===== src/hdl/core_pkg.sv =====
// Shared constants and types of the baseline 12-bit-word core.
// Assumes one clock domain; no file here holds logic.
package core_pkg;

  localparam int WORD_W = 12;
  localparam int PCTR_W = 11;
  localparam int DATA_W = 8;
  localparam int FADDR_W = 5;
  localparam int BIT_W = 3;
  localparam int K8_W = 8;
  localparam int K9_W = 9;
  localparam int PAGE_W = 2;
  localparam int NIB_W = 4;
  localparam int REG_W = 16;
  localparam int RADDR_W = 4;

  // Field positions inside an instruction word
  localparam int F_OP6_LO = 6;
  localparam int F_OP4_LO = 8;
  localparam int F_OP3_LO = 9;
  localparam int F_DEST = 5;
  localparam int F_BIT_LO = 5;

  // Sequencing: four oscillator (clk) periods per instruction cycle
  localparam int CLK_PERIOD_NS = 10;
  localparam int OSC_PER_CYCLE = 4;

  typedef enum logic [1:0] {
    Q1 = 2'b00,
    Q2 = 2'b01,
    Q3 = 2'b10,
    Q4 = 2'b11
  } qphase_t;

  typedef enum logic [3:0] {
    CL_NOP = 4'b0000,
    CL_SUB = 4'b0001,
    CL_IOR_F = 4'b0010,
    CL_MOV_F = 4'b0011,
    CL_SWAP = 4'b0100,
    CL_CLR_F = 4'b0101,
    CL_CLR_W = 4'b0110,
    CL_BCLR = 4'b0111,
    CL_BSET = 4'b1000,
    CL_SKIPC = 4'b1001,
    CL_SKIPS = 4'b1010,
    CL_CALL = 4'b1011,
    CL_JUMP = 4'b1100,
    CL_MOVL = 4'b1101,
    CL_IORL = 4'b1110,
    CL_KICK = 4'b1111
  } iclass_t;

  // Opcodes
  localparam logic [5:0] OP_CLR = 6'h01;
  localparam logic [5:0] OP_SUB = 6'h02;
  localparam logic [5:0] OP_IOR_F = 6'h04;
  localparam logic [5:0] OP_MOV_F = 6'h08;
  localparam logic [5:0] OP_SWAP = 6'h0e;
  localparam logic [3:0] OP_BCLR = 4'h4;
  localparam logic [3:0] OP_BSET = 4'h5;
  localparam logic [3:0] OP_SKIPC = 4'h6;
  localparam logic [3:0] OP_SKIPS = 4'h7;
  localparam logic [3:0] OP_CALL = 4'h9;
  localparam logic [3:0] OP_MOVL = 4'hc;
  localparam logic [3:0] OP_IORL = 4'hd;
  localparam logic [2:0] OP_JUMP = 3'h5;
  localparam logic [11:0] OP_KICK = 12'h004;
  localparam logic [11:0] NOP_WORD = 12'h000;

  // Register port map (word index on reg_addr)
  localparam logic [3:0] REG_CTRL = 4'h0;
  localparam logic [3:0] REG_PCTR = 4'h1;
  localparam logic [3:0] REG_ACC = 4'h2;
  localparam logic [3:0] REG_FLAGS = 4'h3;
  localparam logic [3:0] REG_STACK = 4'h4;
  localparam logic [3:0] REG_INSTR = 4'h5;
  localparam int CTRL_RUN_BIT = 0;
  localparam int FLAG_TIMEOUT_BIT = 0;
  localparam int FLAG_SLEEP_BIT = 1;

  // Reset values, counter step and bit-mask base
  localparam logic [10:0] PCTR_RST = 11'h000;
  localparam logic [10:0] PCTR_STEP = 11'h001;
  localparam logic [7:0] BIT_ONE = 8'h01;
  localparam logic RUN_RST = 1'b0;
  localparam logic FLAG_RST = 1'b1;

endpackage


===== src/hdl/dec_if.sv =====
// Carries one instruction word into the decoder and its fields back.
// Assumes a purely combinational decoder on the far side.
`timescale 1ns/100ps
interface dec_if;
  import core_pkg::*;
  logic [WORD_W-1:0] word;
  iclass_t cls;
  logic dest;
  logic [FADDR_W-1:0] faddr;
  logic [BIT_W-1:0] bitnum;
  logic [K8_W-1:0] k8;
  logic [K9_W-1:0] k9;
  modport src (output word, input cls, dest, faddr, bitnum, k8, k9);
  modport dec (input word, output cls, dest, faddr, bitnum, k8, k9);
endinterface


===== src/hdl/baseline_core.sv =====
// Fetch, decode and execute sequencer of the baseline 12-bit-word core.
// Assumes program memory, file registers and status page on the same clock.
// Function
// - Fetch and decode each instruction as one 12-bit word of opcode and operands.
// - Byte operations address one of 32 file registers in the current bank.
// - Destination bit 0 sends result to accumulator, 1 back to file register.
// - Byte format: opcode 11..6, destination bit 5, file address 4..0.
// - Bit format: opcode 11..8, bit number 7..5, file address 4..0.
// - Literal format: opcode 11..8, 8-bit immediate 7..0.
// - Long jump format: opcode 11..9, 9-bit target 8..0.
// - One cycle per instruction; two when a skip is taken or the counter changes.
// - An instruction cycle lasts four oscillator periods.
// - Call pushes the next address onto the stack and takes two cycles.
// - Call loads immediate into counter 7..0, page bits into 10..9, clears 8.
// - Guard timer kick clears timer, prescaler if assigned, sets both flags.
// - Don't-care bits never change decoding.
//
// Design decisions made here: the address-and-strobe port and the register addresses.
`timescale 1ns/100ps
module baseline_core
  import core_pkg::*;
(
  input wire logic clk,
  input wire logic rst_n,
  input wire logic ce,
  input wire logic [RADDR_W-1:0] reg_addr,
  input wire logic [REG_W-1:0] reg_wdata,
  input wire logic reg_wr,
  input wire logic reg_rd,
  output logic [REG_W-1:0] reg_rdata,
  output logic [PCTR_W-1:0] prog_addr,
  input wire logic [WORD_W-1:0] prog_word,
  output logic [FADDR_W-1:0] file_addr,
  input wire logic [DATA_W-1:0] file_rdata,
  output logic [DATA_W-1:0] file_wdata,
  output logic file_we,
  input wire logic [PAGE_W-1:0] status_page,
  input wire logic pres_guard,
  input wire logic timeout_evt,
  input wire logic sleep_evt,
  output logic guard_timer_clr,
  output logic prescaler_clr,
  output logic timeout_flag,
  output logic sleep_flag,
  output logic [PCTR_W-1:0] stack_head,
  output logic [DATA_W-1:0] accum
);

  typedef struct packed {
    logic [WORD_W-1:0] instr;
    logic [PCTR_W-1:0] pctr;
    logic [DATA_W-1:0] acc;
    logic [PCTR_W-1:0] stack;
    logic [DATA_W-1:0] operand;
    logic flush;
    logic [FADDR_W-1:0] faddr;
    logic [DATA_W-1:0] fwdata;
    logic fwe;
    logic kick;
    logic pres_clr;
    logic tmo;
    logic slp;
    logic run;
    logic [REG_W-1:0] rdata;
  } core_state_t;

  localparam core_state_t ST_RST = '{
    instr: NOP_WORD, pctr: PCTR_RST, acc: '0, stack: PCTR_RST, operand: '0,
    flush: 1'b0, faddr: '0, fwdata: '0, fwe: 1'b0, kick: 1'b0,
    pres_clr: 1'b0, tmo: FLAG_RST, slp: FLAG_RST, run: RUN_RST, rdata: '0};

  core_state_t st_r;
  core_state_t st_nxt;
  qphase_t phase;
  logic cycle_last;
  logic exec_fire;
  logic [DATA_W-1:0] res;
  logic [DATA_W-1:0] bmask;
  logic byte_op;
  logic wr_acc;
  logic wr_file;
  logic redirect;
  logic [PCTR_W-1:0] tgt;
  logic [PCTR_W-1:0] pctr_inc;
  logic [PCTR_W-1:0] call_tgt;
  logic [PCTR_W-1:0] jump_tgt;

  dec_if dif ();

  cycle_phase u_phase (
    .clk(clk),
    .rst_n(rst_n),
    .ce(ce),
    .run(st_r.run),
    .phase(phase),
    .last(cycle_last)
  );

  word_decoder u_dec (
    .d(dif.dec)
  );

  // A flushed slot executes as a no-op so the fetched word is dropped
  assign dif.word = st_r.flush ? NOP_WORD : st_r.instr;
  assign exec_fire = st_r.run && cycle_last;
  assign pctr_inc = st_r.pctr + PCTR_STEP;
  assign call_tgt = {status_page, 1'b0, dif.k8};
  assign jump_tgt = {status_page, dif.k9};
  assign bmask = BIT_ONE << dif.bitnum;

  // Result and control-flow effects of the word now in execute
  always_comb
  begin
    res = st_r.operand;
    byte_op = 1'b0;
    wr_acc = 1'b0;
    wr_file = 1'b0;
    redirect = 1'b0;
    tgt = pctr_inc;
    case (dif.cls)
      CL_SUB:
      begin
        res = st_r.operand - st_r.acc;
        byte_op = 1'b1;
      end
      CL_IOR_F:
      begin
        res = st_r.operand | st_r.acc;
        byte_op = 1'b1;
      end
      CL_MOV_F:
        byte_op = 1'b1;
      CL_SWAP:
      begin
        res = {st_r.operand[NIB_W-1:0], st_r.operand[DATA_W-1:NIB_W]};
        byte_op = 1'b1;
      end
      CL_CLR_F:
      begin
        res = '0;
        wr_file = 1'b1;
      end
      CL_CLR_W:
      begin
        res = '0;
        wr_acc = 1'b1;
      end
      CL_BCLR:
      begin
        res = st_r.operand & ~bmask;
        wr_file = 1'b1;
      end
      CL_BSET:
      begin
        res = st_r.operand | bmask;
        wr_file = 1'b1;
      end
      // A taken skip costs a second cycle by flushing the next word
      CL_SKIPC:
        redirect = ((st_r.operand & bmask) == '0);
      CL_SKIPS:
        redirect = ((st_r.operand & bmask) != '0);
      CL_CALL:
      begin
        redirect = 1'b1;
        tgt = call_tgt;
      end
      CL_JUMP:
      begin
        redirect = 1'b1;
        tgt = jump_tgt;
      end
      CL_MOVL:
      begin
        res = dif.k8;
        wr_acc = 1'b1;
      end
      CL_IORL:
      begin
        res = st_r.acc | dif.k8;
        wr_acc = 1'b1;
      end
      default:
      begin
        res = st_r.operand;
      end
    endcase
    if (byte_op)
    begin
      wr_acc = !dif.dest;
      wr_file = dif.dest;
    end
  end

  always_comb
  begin
    st_nxt = st_r;
    st_nxt.fwe = 1'b0;
    st_nxt.kick = 1'b0;
    st_nxt.pres_clr = 1'b0;
    st_nxt.rdata = '0;
    if (reg_wr && (reg_addr == REG_CTRL))
      st_nxt.run = reg_wdata[CTRL_RUN_BIT];
    if (reg_rd)
    begin
      case (reg_addr)
        REG_CTRL: st_nxt.rdata = REG_W'(st_r.run);
        REG_PCTR: st_nxt.rdata = REG_W'(st_r.pctr);
        REG_ACC: st_nxt.rdata = REG_W'(st_r.acc);
        REG_FLAGS: st_nxt.rdata = REG_W'({st_r.slp, st_r.tmo});
        REG_STACK: st_nxt.rdata = REG_W'(st_r.stack);
        REG_INSTR: st_nxt.rdata = REG_W'(st_r.instr);
        default: st_nxt.rdata = '0;
      endcase
    end
    if (timeout_evt)
      st_nxt.tmo = 1'b0;
    if (sleep_evt)
      st_nxt.slp = 1'b0;
    // File address settles in Q1, data is sampled in Q3
    if (st_r.run && (phase == Q1))
      st_nxt.faddr = dif.faddr;
    if (st_r.run && (phase == Q3))
      st_nxt.operand = file_rdata;
    if (exec_fire)
    begin
      st_nxt.instr = prog_word;
      st_nxt.pctr = tgt;
      st_nxt.flush = redirect;
      if (wr_acc)
        st_nxt.acc = res;
      if (wr_file)
      begin
        st_nxt.fwe = 1'b1;
        st_nxt.fwdata = res;
      end
      if (dif.cls == CL_CALL)
        st_nxt.stack = st_r.pctr;
      if (dif.cls == CL_KICK)
      begin
        // Kick wins over a same-cycle flag clear
        st_nxt.kick = 1'b1;
        st_nxt.pres_clr = pres_guard;
        st_nxt.tmo = 1'b1;
        st_nxt.slp = 1'b1;
      end
    end
  end

  always_ff @(posedge clk)
  begin
    if (!rst_n)
      st_r <= ST_RST;
    else if (ce)
      st_r <= st_nxt;
  end

  assign reg_rdata = st_r.rdata;
  assign prog_addr = st_r.pctr;
  assign file_addr = st_r.faddr;
  assign file_wdata = st_r.fwdata;
  assign file_we = st_r.fwe;
  assign guard_timer_clr = st_r.kick;
  assign prescaler_clr = st_r.pres_clr;
  assign timeout_flag = st_r.tmo;
  assign sleep_flag = st_r.slp;
  assign stack_head = st_r.stack;
  assign accum = st_r.acc;
endmodule


===== src/hdl/cycle_phase.sv =====
// Four-phase sequencer that splits each instruction cycle into Q1..Q4.
// Assumes clk is the oscillator; run low parks the sequence in Q1.
`timescale 1ns/100ps
module cycle_phase
  import core_pkg::*;
(
  input wire logic clk,
  input wire logic rst_n,
  input wire logic ce,
  input wire logic run,
  output qphase_t phase,
  output logic last
);

  typedef struct packed {
    qphase_t ph;
  } phase_state_t;

  phase_state_t st_r;
  phase_state_t st_nxt;

  always_comb
  begin
    st_nxt = st_r;
    if (!run)
    begin
      st_nxt.ph = Q1;
    end
    else
    begin
      case (st_r.ph)
        Q1: st_nxt.ph = Q2;
        Q2: st_nxt.ph = Q3;
        Q3: st_nxt.ph = Q4;
        Q4: st_nxt.ph = Q1;
        default: st_nxt.ph = Q1;
      endcase
    end
  end

  always_ff @(posedge clk)
  begin
    if (!rst_n)
      st_r <= '{ph: Q1};
    else if (ce)
      st_r <= st_nxt;
  end

  assign phase = st_r.ph;
  assign last = (st_r.ph == Q4);

endmodule


===== src/hdl/word_decoder.sv =====
// Splits a 12-bit instruction word into class and operand fields.
// Combinational; the caller registers whatever it keeps.
`timescale 1ns/100ps
module word_decoder
  import core_pkg::*;
(
  dec_if.dec d
);

  logic [5:0] op6;
  logic [3:0] op4;
  logic [2:0] op3;

  assign op6 = d.word[WORD_W-1:F_OP6_LO];
  assign op4 = d.word[WORD_W-1:F_OP4_LO];
  assign op3 = d.word[WORD_W-1:F_OP3_LO];
  assign d.dest = d.word[F_DEST];
  assign d.faddr = d.word[FADDR_W-1:0];
  assign d.bitnum = d.word[F_BIT_LO+BIT_W-1:F_BIT_LO];
  assign d.k8 = d.word[K8_W-1:0];
  assign d.k9 = d.word[K9_W-1:0];

  always_comb
  begin
    d.cls = CL_NOP;
    if (d.word == OP_KICK)
      d.cls = CL_KICK;
    else if (op6 == OP_CLR)
      // Low five bits are ignored when the target is the accumulator
      d.cls = d.word[F_DEST] ? CL_CLR_F : CL_CLR_W;
    else if (op6 == OP_SUB)
      d.cls = CL_SUB;
    else if (op6 == OP_IOR_F)
      d.cls = CL_IOR_F;
    else if (op6 == OP_MOV_F)
      d.cls = CL_MOV_F;
    else if (op6 == OP_SWAP)
      d.cls = CL_SWAP;
    else if (op4 == OP_BCLR)
      d.cls = CL_BCLR;
    else if (op4 == OP_BSET)
      d.cls = CL_BSET;
    else if (op4 == OP_SKIPC)
      d.cls = CL_SKIPC;
    else if (op4 == OP_SKIPS)
      d.cls = CL_SKIPS;
    else if (op4 == OP_CALL)
      d.cls = CL_CALL;
    else if (op4 == OP_MOVL)
      d.cls = CL_MOVL;
    else if (op4 == OP_IORL)
      d.cls = CL_IORL;
    else if (op3 == OP_JUMP)
      d.cls = CL_JUMP;
  end

endmodule

===== config.mk =====
export PLATFORM = sky130hd
export DESIGN_NAME = baseline_core
export DESIGN_NICKNAME = d
export VERILOG_FILES = /design/src/hdl/core_pkg.sv /design/src/hdl/dec_if.sv /design/src/hdl/baseline_core.sv /design/src/hdl/cycle_phase.sv /design/src/hdl/word_decoder.sv
export SDC_FILE = /design/constraint.sdc
export NUM_CORES = 1
export LEC_CHECK = 0
export ABC_AREA = 1
export BUFFER_PORTS_ARGS = -buffer_cell sky130_fd_sc_hd__buf_2
export CORE_UTILIZATION = 55
export CTS_CLUSTER_DIAMETER = 40
export DETAILED_ROUTE_END_ITERATION = 16
export GPL_TIMING_DRIVEN = 1
export PLACE_DENSITY = 0.83
export SETUP_SLACK_MARGIN = 0.05
export SYNTH_ARGS = -nofsm -noshare
export SYNTH_HDL_FRONTEND = slang
export SYNTH_SLANG_ARGS = --single-unit

===== constraint.sdc =====
create_clock -name clk -period 2.4 [get_ports clk]
set_input_delay 0.12 -clock clk [delete_from_list [all_inputs] [get_ports clk]]
set_output_delay 0.12 -clock clk [all_outputs]
set_load 0.05 [all_outputs]

Word level (Yosys, flattened, before mapping)
Index checks and enable logic that the tools add are counted.

$add $sub $neg: 2. Equal/unequal tests: 37. Shift operators: 1. Muxes and demuxes: 33. Bitwise gates (word level): 6. Reductions and logical operators: 21.

Operators with widths (number): $pmux W12 S6 (1); $pmux W8 S8 (1); $mux W4 (15); $eq A4 B4 Y1 const B (11); $eq A4 B3 Y1 const B (10); $mux W12 (2); $or A8 B8 Y8 (3); $pmux W11 S2 (1); $and A8 B8 Y8 (2); $eq A4 B2 Y1 const B (4); $eq A12 B3 Y1 const B (1); $eq A6 B4 Y1 const B (2); $add A11 B1 Y11 const B (1); $reduce_and A3 Y1 (3); $eq A4 B1 Y1 const B (2); $logic_not A8 Y1 (1); $mux W1 (8); $not A8 Y8 (1); $pmux W2 S4 (1); $reduce_and A2 Y1 (4); $reduce_bool A8 Y1 (1); $shl A1 B3 Y8 const A (1); $sub A8 B8 Y8 (1); $eq A6 B1 Y1 const B (1); other kinds (15) (22).

Bits in registers: 88. Input bits: 50. Output and inout bits: 64. Logic and storage cells: 116.

Logic depth before layout (Yosys ltp)
Gate-level depths: netlist of run 1.

Depth in word-level cells: 22. Gate-level depth with buffers: 15. Depth with buffers taken out: 15.

Modules after synthesis
From an unflattened synthesis of run 1, not the netlist that was laid out.

Cells, all modules: 907. Area, all modules: 5814.3 um2.

Modules (own cells, without submodules): baseline_core (times used 1, cells each 813, area each 5216.3 um2, seq. area each 1641.6 um2); word_decoder (times used 1, cells each 74, area each 461.7 um2, seq. area each 0.0 um2); cycle_phase (times used 1, cells each 20, area each 136.4 um2, seq. area each 40.0 um2).

Worst setup path after synthesis of run 1
No wires, ideal clock.

Path type: reg2reg. Start: register st_r[36] in the netlist's numbering. End: register st_r (netlist bit accum[2]). Library setup time: 112 ps. Arrival time: 1712 ps. Required time: 2288 ps. Slack: 576 ps. Stages on the path, launching flop included: 12. Buffers on the path: 0. Clock period less this slack: 1824 ps. Cell sequence: dfxtp_1 -> inv_1 -> ha_1 -> inv_1 -> fa_1 -> or2_2 -> nand3_1 -> nand3_1 -> nor2_1 -> nand3_1 -> nor2_1 -> nor2_1.

Longest elaborated chain between the ends: 2.

RTL lines: start: declaration (RTL line baseline_core.sv:72) `core_state_t st_r;`; start signal: assignment (RTL line baseline_core.sv:255) `st_r <= st_nxt;`; $sub A8 B8 Y8 (RTL line baseline_core.sv:123) `res = st_r.operand - st_r.acc;`; $pmux W8 S8 (RTL line baseline_core.sv:120) `case (dif.cls)`.

No other way between the ends. A chain may end at the register's enable or synchronous reset.

Final worst setup path of run 1
Ends and elaborated chain as after synthesis.

==> results of run 1 <==
[synth_stat cells (all sizes together)]
cell type / instances / area share
a211oi: 1 / 0.0014
o21ai: 69 / 0.064
or2: 2 / 0.0023
a22oi: 4 / 0.0054
a221oi: 1 / 0.0016
nor2: 89 / 0.071
o211ai: 6 / 0.0081
nor3: 6 / 0.0075
inv: 91 / 0.062
nand2: 215 / 0.15
a21oi: 79 / 0.072
nand4: 14 / 0.016
o2111ai: 2 / 0.0032
o221ai: 2 / 0.0032
o22ai: 9 / 0.010
o31ai: 1 / 0.0014
xor2: 3 / 0.0047
nand3b: 4 / 0.0054
nand3: 65 / 0.061
ha: 11 / 0.025
buf: 68 / 0.094
conb: 1 / 0.00068
dfxtp: 84 / 0.30
clkinv: 2 / 0.0014
clkbuf: 20 / 0.014
fa: 1 / 0.0036
xnor2: 3 / 0.0047
[cell usage in the layout (no fill, tap or decap), drive strengths merged, types with 4 or more instances in the layout]
cell type,instances
nand4,14
inv,93
nand2,215
buf,107
ha,11
nand3b,4
nand3,65
a21oi,79
clkinvlp,4
a22oi,4
o21ai,69
dfxtp,84
nor2,89
o211ai,6
o22ai,9
clkbuf,9
nor3,6
conb,4
[per-stage QoR]
stage	utilization	instances	hold WS, ns
floorplan	-	856	0.284
global placement	0.582	1008	0.400
detailed placement	0.582	1008	0.407
CTS	0.599	1023	0.0237
global route	0.599	1023	0.0334
finish	0.599	1023	0.0314
[worst max-delay path: stages (launching register included)]
cell,delay [ns]
dfxtp_1,0.36
inv_1,0.14
ha_1,0.17
inv_1,0.07
fa_1,0.42
or2_2,0.31
nand3_1,0.08
nand3_1,0.06
nor2_1,0.10
nand3_1,0.14
nor2_1,0.11
nor2_1,0.04
[flip-flops by register name, indices dropped and copies added, names as in the netlist, 2 cells and up]
| signal | flops |
|---|---|
| file_addr | 5 |
| prog_addr | 11 |
| st_r | 22 |
| file_wdata | 8 |
| reg_rdata | 12 |
| u_phase.phase | 2 |
| stack_head | 11 |
| accum | 8 |
[cell families after synthesis]
kind of cell | after synthesis
AOI/OAI and AO/OA | 174
adders and majority gates | 12
buffers and inverters | 181
and+or+nand+nor | 395
DFF | 84
other | 1
xor gates and xnor gates | 6
[final cells by class]
cell class	instances	area [um2]	area share
multi-input combinational	591	2920	0.498
clock buffer	9	124	0.0211
clock inverter	6	50.0	0.00854
sequential	84	1680	0.287
timing repair buffer	107	568	0.0970
inverter	93	349	0.0596
tap	133	166	0.0284
[power by group through the flow]
stage | logic [W] | clock network, W | registers, W
after CTS | 0.000124 | 0.000948 | 0.00140
after global placement | 0.000122 | 0 | 0.00143
after floorplan | 0.0000709 | 0 | 0.00144
after detailed placement | 0.000124 | 0 | 0.00143
after global routing | 0.000137 | 0.00102 | 0.00140
final | 0.000125 | 0.000933 | 0.00140
[routing by layer]
layer  vias to the layer above  track usage  wire length, um
li1                       2786            -                -
met1                      2455        0.396             6680
met2                       255        0.434             6190
met3                        41       0.0554             1270
met4                         0        0.118              507
met5                         -            0                0
[worst max path at each step]
stage | end | from | slack [ns] | cells after the start
3_5_place_dp | accum[2] | st_r[36] | 0.34 | 11
3_3_place_gp | file_wdata[2] | st_r[36] | 0.34 | 11
6_report | accum[2] | st_r[36] | 0.30 | 11
5_1_grt | accum[2] | st_r[36] | 0.15 | 11
2_1_floorplan | accum[2] | st_r[36] | 0.58 | 11
4_1_cts | accum[2] | st_r[36] | 0.34 | 11
==> impl_metrics.env, run 1 <==
export IMPL_synth_mux_area_frac=0
export IMPL_cp_end_kind="flop"
export IMPL_viasPerCell=5.41
export IMPL_areaGrowthSynthToFinish_pct=5.86
export IMPL_synth_compound_area_frac=0.171
export IMPL_seq_area_frac_synth=0.304
export IMPL_hold_violations=0
export IMPL_grt_setup_unrepaired="false"
export IMPL_grt_pass1_wl_um=23100
export IMPL_worstPathArrival_ns=2.37
export IMPL_drc=0
export IMPL_syn_avg_cell_area_um2=6.49
export IMPL_placed_cell_area_mm2=0.00568
export IMPL_layout_setup_ws_ns=0.299
export IMPL_layout_drive_gt1_share=0.167
export IMPL_firstDrtPassIters=6
export IMPL_fp_dieW_um=102
export IMPL_reg2reg_from="st_r[36]"
export IMPL_status="completed"
export IMPL_holdBufCountCts=0
export IMPL_ir_worst_vdd_mv=0.252
export IMPL_synth_top_family_by_area="simple AND/OR/NAND/NOR gates"
export IMPL_crit_type="flop to flop"
export IMPL_comb_power_share=0.051
export IMPL_finalCriticalPeriod_ns=2.10
export IMPL_r2r_end="accum[2]"
export IMPL_synth_seq_cells=84
export IMPL_whs_endpoint="st_r[79]"
export IMPL_drtAntennaViolNets=0
export IMPL_swShare=0.262
export IMPL_min_delay_start="prog_word[5]"
export IMPL_p_per_area_mw_per_mm2=419
export IMPL_diodes=0
export IMPL_dp_hpwl_um=11000
export IMPL_fmax_mhz=476
export IMPL_synth_area_mm2=0.00553
export IMPL_min_path_cells=3
export IMPL_skew_ns=0.0101
export IMPL_dp_slack_ns=0.340
export IMPL_routabilityCongestion=0.950
export IMPL_rrSetupSlack_ns=0.30
export IMPL_clock_sinks=84
export IMPL_post_cts_buffers=0
export IMPL_max_cap_viol_count=0
export IMPL_cts_tree="built"
export IMPL_clockBufferDepth=2
export IMPL_synth_warnings=0
export IMPL_antenna_found_initial=0
export IMPL_wl_per_cell_um=14.3
export IMPL_fin_nets=948
export IMPL_top_level_ports=114
export IMPL_crit_path_max_fanout=4
export IMPL_numCtsBuffers=9
export IMPL_synth_xor_area_share=0.00950
export IMPL_cts_resized=0
export IMPL_core_area_mm2=0.00977
export IMPL_design_area_mm2=0.00586
export IMPL_maxSlewHeadroom=0.637
export IMPL_clk_pin_slew_ns=0.09
export IMPL_seqPwrFrac=0.569
export IMPL_htree_num_levels=3
export IMPL_fp_row_count=36
export IMPL_yosys_area_share_simple=0.316
export IMPL_power_switching_w=0.000644
export IMPL_synth_cell_types=40
export IMPL_die_area_mm2=0.0105
export IMPL_synthAdderAreaFrac=0.0285
export IMPL_nFillCells=990
export IMPL_reg2reg_depth=11
export IMPL_hold_path_class="input pin to flop"
export IMPL_vias=5537
export IMPL_globalRoute_totalOverflow=0
export IMPL_grt_usage=0.286
export IMPL_grt_max_degree=52
export IMPL_worst_ep_required_time_ns=2.67
export IMPL_syn_inst=853
export IMPL_cts_root_buffer="clkbuf_8"
export IMPL_start_kind="flop"
export IMPL_insertion_delay_ns=0.37
export IMPL_finalSetupTns_ns=0
export IMPL_p_clk_frac=0.380
export IMPL_setup_violations=0
export IMPL_worstMarginPinSlew_ns=0.543
export IMPL_first_iter_violations=350
export IMPL_initial_utilization=0.566
export IMPL_routed_wl_um=14600
export IMPL_portBuffers=94
export IMPL_min_period_over_period=0.876
export IMPL_first_global_vias=4683
export IMPL_p_total_w=0.00246
export IMPL_drv_slew=0
export IMPL_die_y_um=102
export IMPL_leakage_nw=2.78
export IMPL_internal_power_w=0.00181
Note: power is estimated with default switching activity, not from simulation.
==> inputs of run 2 (changes only) <==
- SETUP_SLACK_MARGIN: 0.05 -> 0.3
- TNS_END_PERCENT: not set -> 20
==> run 2 against run 1 <==
Against the previous run: total power about the same; die area stayed put; sequential cell count is the same; sequential power hardly changed; maximum frequency is 5.9% higher; combinational power hardly changed; cell count stayed put.
==> impl_metrics.env, run 2 (synthesis results as in run 1) <==
export IMPL_p_per_area_mw_per_mm2=418
export IMPL_grt_setup_unrepaired="true"
export IMPL_layout_commonest_cell="nand2_1"
export IMPL_firstDrtPassIters=5
export IMPL_hold_path_class="input pin to flop"
export IMPL_grt_max_degree=52
export IMPL_max_cap_viol_count=0
export IMPL_stdcell_count=1023
export IMPL_hold_violations=0
export IMPL_numCtsBuffers=9
export IMPL_die_area_mm2=0.0105
export IMPL_power_switching_w=0.000645
export IMPL_worst_ep_required_time_ns=2.67
export IMPL_regArea_mm2=0.00168
export IMPL_crit_type="flop to flop"
export IMPL_comb_power_share=0.051
export IMPL_p_total_w=0.00246
export IMPL_crit_chain="inv_2, ha_1, inv_1, fa_2, or2_2, nand3_1, nand3_1, nor2_1, nand3_1, nor2_1, nor2_1"
export IMPL_start_kind="flop"
export IMPL_internal_power_w=0.00181
export IMPL_clk_pin_slew_ns=0.09
export IMPL_dp_cells=1008
export IMPL_min_delay_start="prog_word[5]"
export IMPL_clock_sinks=84
export IMPL_drc=0
export IMPL_top_level_ports=114
export IMPL_reg2reg_from="st_r[36]"
export IMPL_first_global_vias=4683
export IMPL_r2r_end="accum[2]"
export IMPL_slowest_stage="dfxtp_1"
export IMPL_portBuffers=94
export IMPL_min_path_cells=3
export IMPL_globalRoute_totalOverflow=0
export IMPL_routabilityCongestion=0.950
export IMPL_min_period_over_period=0.827
export IMPL_holdWs_ns=0.0318
export IMPL_wl_per_cell_um=14.3
export IMPL_swShare=0.262
export IMPL_fp_dieW_um=102
export IMPL_core_area_mm2=0.00977
export IMPL_antenna_found_initial=0
export IMPL_fp_row_count=36
export IMPL_worstMarginPinSlew_ns=0.594
export IMPL_maxSlewHeadroom=0.601
export IMPL_cp_end_kind="flop"
export IMPL_drtAntennaViolNets=0
export IMPL_layout_drive_gt1_share=0.174
export IMPL_areaGrowthSynthToFinish_pct=6.15
export IMPL_grt_pass1_wl_um=23100
export IMPL_largest_register="st_r"
export IMPL_leakage_nw=2.78
export IMPL_initial_utilization=0.566
export IMPL_finalCriticalPeriod_ns=1.98
export IMPL_dp_hpwl_um=11000
export IMPL_crit_path_max_fanout=4
export IMPL_dp_slack_ns=0.340
export IMPL_largest_reg_flops=22
export IMPL_cts_tree="built"
export IMPL_seqPwrFrac=0.569
export IMPL_grt_usage=0.286
export IMPL_whs_endpoint="st_r[79]"
export IMPL_diodes=0
export IMPL_p_clk_frac=0.380
export IMPL_cp_startpoint="st_r[36]"
export IMPL_viasPerCell=5.41
export IMPL_first_iter_violations=363
export IMPL_skew_ns=0.0102
export IMPL_routed_wl_um=14700
export IMPL_setup_violations=0
export IMPL_status="completed"
export IMPL_cts_root_buffer="clkbuf_8"
export IMPL_worstPathArrival_ns=2.26
export IMPL_insertion_delay_ns=0.37
export IMPL_layout_setup_ws_ns=0.416
export IMPL_ir_worst_vdd_mv=0.252
export IMPL_clockBufferDepth=2
export IMPL_multi_input_area_mm2=0.00293
export IMPL_die_y_um=102
export IMPL_finalSetupTns_ns=0
export IMPL_fin_nets=948
export IMPL_nFillCells=985
export IMPL_fmax_mhz=504
export IMPL_vias=5539
export IMPL_reg2reg_depth=11
export IMPL_slowest_delay_ns=0.37
export IMPL_drv_slew=0
export IMPL_rrSetupSlack_ns=0.42
export IMPL_layout_common_cells="nand2_1, buf_2, inv_1"
export IMPL_htree_num_levels=3
-- run 2: critical path: cells and delay by family (launching register included) --
family | cells | cell delay, ns
simple gates | 7 | 0.81
flops | 1 | 0.37
fa+ha+maj | 2 | 0.52
buf+inv | 2 | 0.19
-- run 2: worst max path at each step --
| stage | to | slack [ns] | cells past startpoint |
|---|---|---|---|
| finish | accum[2] | 0.42 | 11 |
| global placement | file_wdata[2] | 0.34 | 11 |
| CTS | accum[2] | 0.34 | 11 |
| detailed placement | accum[2] | 0.34 | 11 |
| global route | stack_head[8] | 0.22 | 5 |
| floorplan | accum[2] | 0.58 | 11 |
-- run 2: final cells by class --
class                   instances  share of cell area
well taps                     133              0.0283
flip-flops and latches         84               0.286
clock inverters                 6             0.00852
multi-input cells             591               0.499
clock buffers                   9              0.0211
inverters                      93              0.0594
repair buffers                107              0.0967
-- run 2: timing repair --
| item | CTS | global route |
|---|---|---|
| setup endpoints to repair | 0 | 24 |
| buffers inserted | 0 | 0 |
| resized for setup | 0 | 7 |
| hold buffers | 0 | 0 |
-- run 2: power groups by stage --
stage	Combinational [W]	Sequential, W	Clock [W]
2_1_floorplan	0.0000709	0.00144	0
3_3_place_gp	0.000122	0.00143	0
3_5_place_dp	0.000124	0.00143	0
4_1_cts	0.000124	0.00140	0.000948
5_1_grt	0.000137	0.00140	0.00102
6_report	0.000125	0.00140	0.000934
-- run 2: metal layers --
metal	vias to the layer above	wire (um)	GRT usage
li1	2782	-	-
met1	2470	6690	0.396
met2	246	6280	0.434
met3	41	1150	0.0554
met4	0	531	0.118
met5	-	0	0
-- run 2: through the flow --
stage | cell area, um2 | utilization
floorplan | 5550 | -
global placement | 5680 | 0.582
detailed placement | 5680 | 0.582
CTS | 5860 | 0.599
global route | 5870 | 0.601
finish | 5870 | 0.601
==> inputs of run 3 (changes only) <==
- ABC_AREA: 1 -> 0
- clock period: 2.4 -> 2 ns (I/O delays scaled with it)
==> run 3 against run 2 <==
Against the previous run: sequential share of layout area decreased by 4.7 points; the flow now finishes with violations (setup timing); register-to-register slack got worse by 0.79 ns; highest routed layer unchanged; die area decreased by 1.6%.
==> impl_metrics.env, run 3 <==
export IMPL_p_per_area_mw_per_mm2=443
export IMPL_start_kind="flop"
export IMPL_clockBufferDepth=2
export IMPL_vias=5933
export IMPL_wl_per_cell_um=19.7
export IMPL_grt_max_degree=29
export IMPL_worst_ep_required_time_ns=2.25
export IMPL_netlist_area_leader_share=0.309
export IMPL_routabilityCongestion=0.914
export IMPL_synth_warnings=0
export IMPL_worstMarginPinSlew_ns=0.634
export IMPL_yosysMostFrequentCell="dfxtp_1"
export IMPL_synth_area_mm2=0.00544
export IMPL_fin_nets=887
export IMPL_clock_sinks=84
export IMPL_syn_inst=683
export IMPL_first_global_vias=5550
export IMPL_finalCriticalPeriod_ns=2.37
export IMPL_async_flop_share=0
export IMPL_max_cap_viol_count=0
export IMPL_clk_pin_slew_ns=0.11
export IMPL_synth_ff_type="dfxtp_1"
export IMPL_htree_num_levels=3
export IMPL_layout_common_cells="buf_4, buf_2, dfxtp_1"
export IMPL_dp_hpwl_um=13500
export IMPL_synthAdderAreaFrac=0.0290
export IMPL_largest_reg_flops=22
export IMPL_ir_worst_vdd_mv=0.417
export IMPL_drtAntennaViolNets=0
export IMPL_initial_utilization=0.578
export IMPL_synth_cell_types=73
export IMPL_crit_type="flop to flop"
export IMPL_cts_root_buffer="clkbuf_8"
export IMPL_synth_top_area_cell="dfxtp_1"
export IMPL_synth_xor_area_share=0.0145
export IMPL_cp_end_kind="flop"
export IMPL_maxSlewHeadroom=0.576
export IMPL_firstDrtPassIters=5
export IMPL_setup_violations=30
export IMPL_layout_drive_gt1_share=0.380
export IMPL_cts_tree="built"
export IMPL_numCtsBuffers=9
export IMPL_grt_usage=0.362
export IMPL_grt_pass1_wl_um=28500
export IMPL_crit_path_max_fanout=8
export IMPL_slowest_delay_ns=0.43
export IMPL_drv_slew=0
export IMPL_synth_top_family_by_area="compound AO/OA/AOI/OAI gates"
export IMPL_dp_slack_ns=-0.419
export IMPL_netlist_top_cells_count="dfxtp_1, nor2_1, buf_4"
export IMPL_diodes=0
export IMPL_grt_setup_unrepaired="true"
export IMPL_leakage_nw=3.06
export IMPL_first_iter_violations=561
export IMPL_synth_edf_count=0
export IMPL_fmax_mhz=421
export IMPL_holdWs_ns=0.00222
export IMPL_syn_avg_cell_area_um2=7.97
export IMPL_min_delay_start="file_rdata[5]"
export IMPL_dp_cells=921
export IMPL_synth_mux_area_frac=0.0676
export IMPL_die_y_um=101
export IMPL_layout_commonest_cell="buf_4"
export IMPL_cp_startpoint="st_r[84]"
export IMPL_hold_path_class="input pin to flop"
export IMPL_antenna_found_initial=0
export IMPL_stdcell_count=958
export IMPL_insertion_delay_ns=0.37
export IMPL_crit_chain="buf_4, nor3_1, nor3_1, a2bb2oi_1, buf_4, a2111oi_4, buf_4, a221o_1, a221oi_2, a211oi_2"
export IMPL_seq_area_frac_synth=0.309
export IMPL_worstPathArrival_ns=2.62
export IMPL_viasPerCell=6.19
export IMPL_reg2reg_from="st_r[84]"
export IMPL_min_period_over_period=1.19
export IMPL_status="finished, violations left"
export IMPL_slowest_stage="dfxtp_2"
export IMPL_yosys_area_share_simple=0.210
export IMPL_hold_violations=0
export IMPL_yosys_top_cells_area="dfxtp_1, buf_4, mux2i_1, a21oi_1, nor2_1"
export IMPL_die_area_mm2=0.0103
export IMPL_synth_compound_area_frac=0.235
export IMPL_globalRoute_totalOverflow=0
export IMPL_crit_top_cell="buf_4"
export IMPL_routed_wl_um=18900
export IMPL_top_level_ports=114
export IMPL_synth_seq_cells=84
export IMPL_areaGrowthSynthToFinish_pct=30.3
export IMPL_skew_ns=0.0216
export IMPL_layout_setup_ws_ns=-0.373
export IMPL_portBuffers=94
export IMPL_largest_register="st_r"
export IMPL_core_area_mm2=0.00942
export IMPL_violations="setup timing"
export IMPL_drc=0
export IMPL_fp_row_count=35
export IMPL_p_total_w=0.00314
export IMPL_fp_dieW_um=101
==> run 3: changes by cell type after synthesis, moves of 13 or more <==
cell / change
nand2_1: -147
inv_1: -67
nand3_1: -44
o21ai_0: -33
mux2i_1: +30
a21oi_1: -19
a31oi_1: +13
==> run 3: power by group <==
group          internal [W]  total (W)  switching (W)  leakage (nW)
logic             0.0000697   0.000184       0.000114          2.28
clock network      0.000586    0.00129       0.000700        0.0938
registers           0.00167    0.00167     0.00000250         0.683
==> run 3: final timing paths <==
kind                    to  slack (ns)  cells past startpoint
min               st_r[41]       0.002                      3
max reg2reg       accum[5]       -0.37                     10
min reg2reg  reg_rdata[11]        0.48                      2
max               accum[5]       -0.37                     10
==> run 3: timing repair <==
item / CTS / global route
hold endpoints to repair: 18 / 0
endpoints found under the setup margin: 42 / 45
pin swaps: 11 / 24
hold buffers: 18 / 0
resized for setup: 38 / 34
cloned: 1 / 0
setup buffers: 2 / 1
==> run 3: critical path: cells and delay by family, from the launching register on <==
kind | cells | cell delay [ns]
compound gates | 5 | 1.11
buf+inv | 3 | 0.54
flops | 1 | 0.43
simple gates | 2 | 0.18
==> run 3: metrics by stage <==
| stage | area, um2 | utilization | setup TNS (ns) |
|---|---|---|---|
| floorplan | 5490 | - | -4.52 |
| global placement | 6400 | 0.679 | -7.78 |
| detailed placement | 6400 | 0.679 | -9.17 |
| CTS | 6930 | 0.736 | -8.29 |
| global route | 7090 | 0.753 | -9.39 |
| finish | 7090 | 0.753 | -6.70 |
==> run 3: cell families (layout without fill, tap and decap cells) <==
kind of cell	Yosys count	after routing
adder cells (fa/ha/maj)	12	12
multiplexers	34	34
AO/OA/AOI/OAI	186	186
other	1	4
buffers and inverters	126	268
AND/OR/NAND/NOR	231	232
flip-flops	84	84
XOR/XNOR	9	9
==> run 3: layout make-up <==
type | instances | area, um2
clock buffer | 9 | 124
clock inverter | 6 | 73.8
fill | 667 | 2330
inverter | 20 | 75.1
multi-input combinational | 477 | 3330
sequential | 84 | 1700
tap | 129 | 161
timing repair buffer | 233 | 1620
==> run 3: routing by layer <==
layer  track usage  vias to the layer above  wire length, um
li1              -                     2693                -
met1         0.478                     2798             7610
met2         0.590                      390             8710
met3        0.0628                       52             1920
met4         0.144                        0              640
met5             0                        -                0
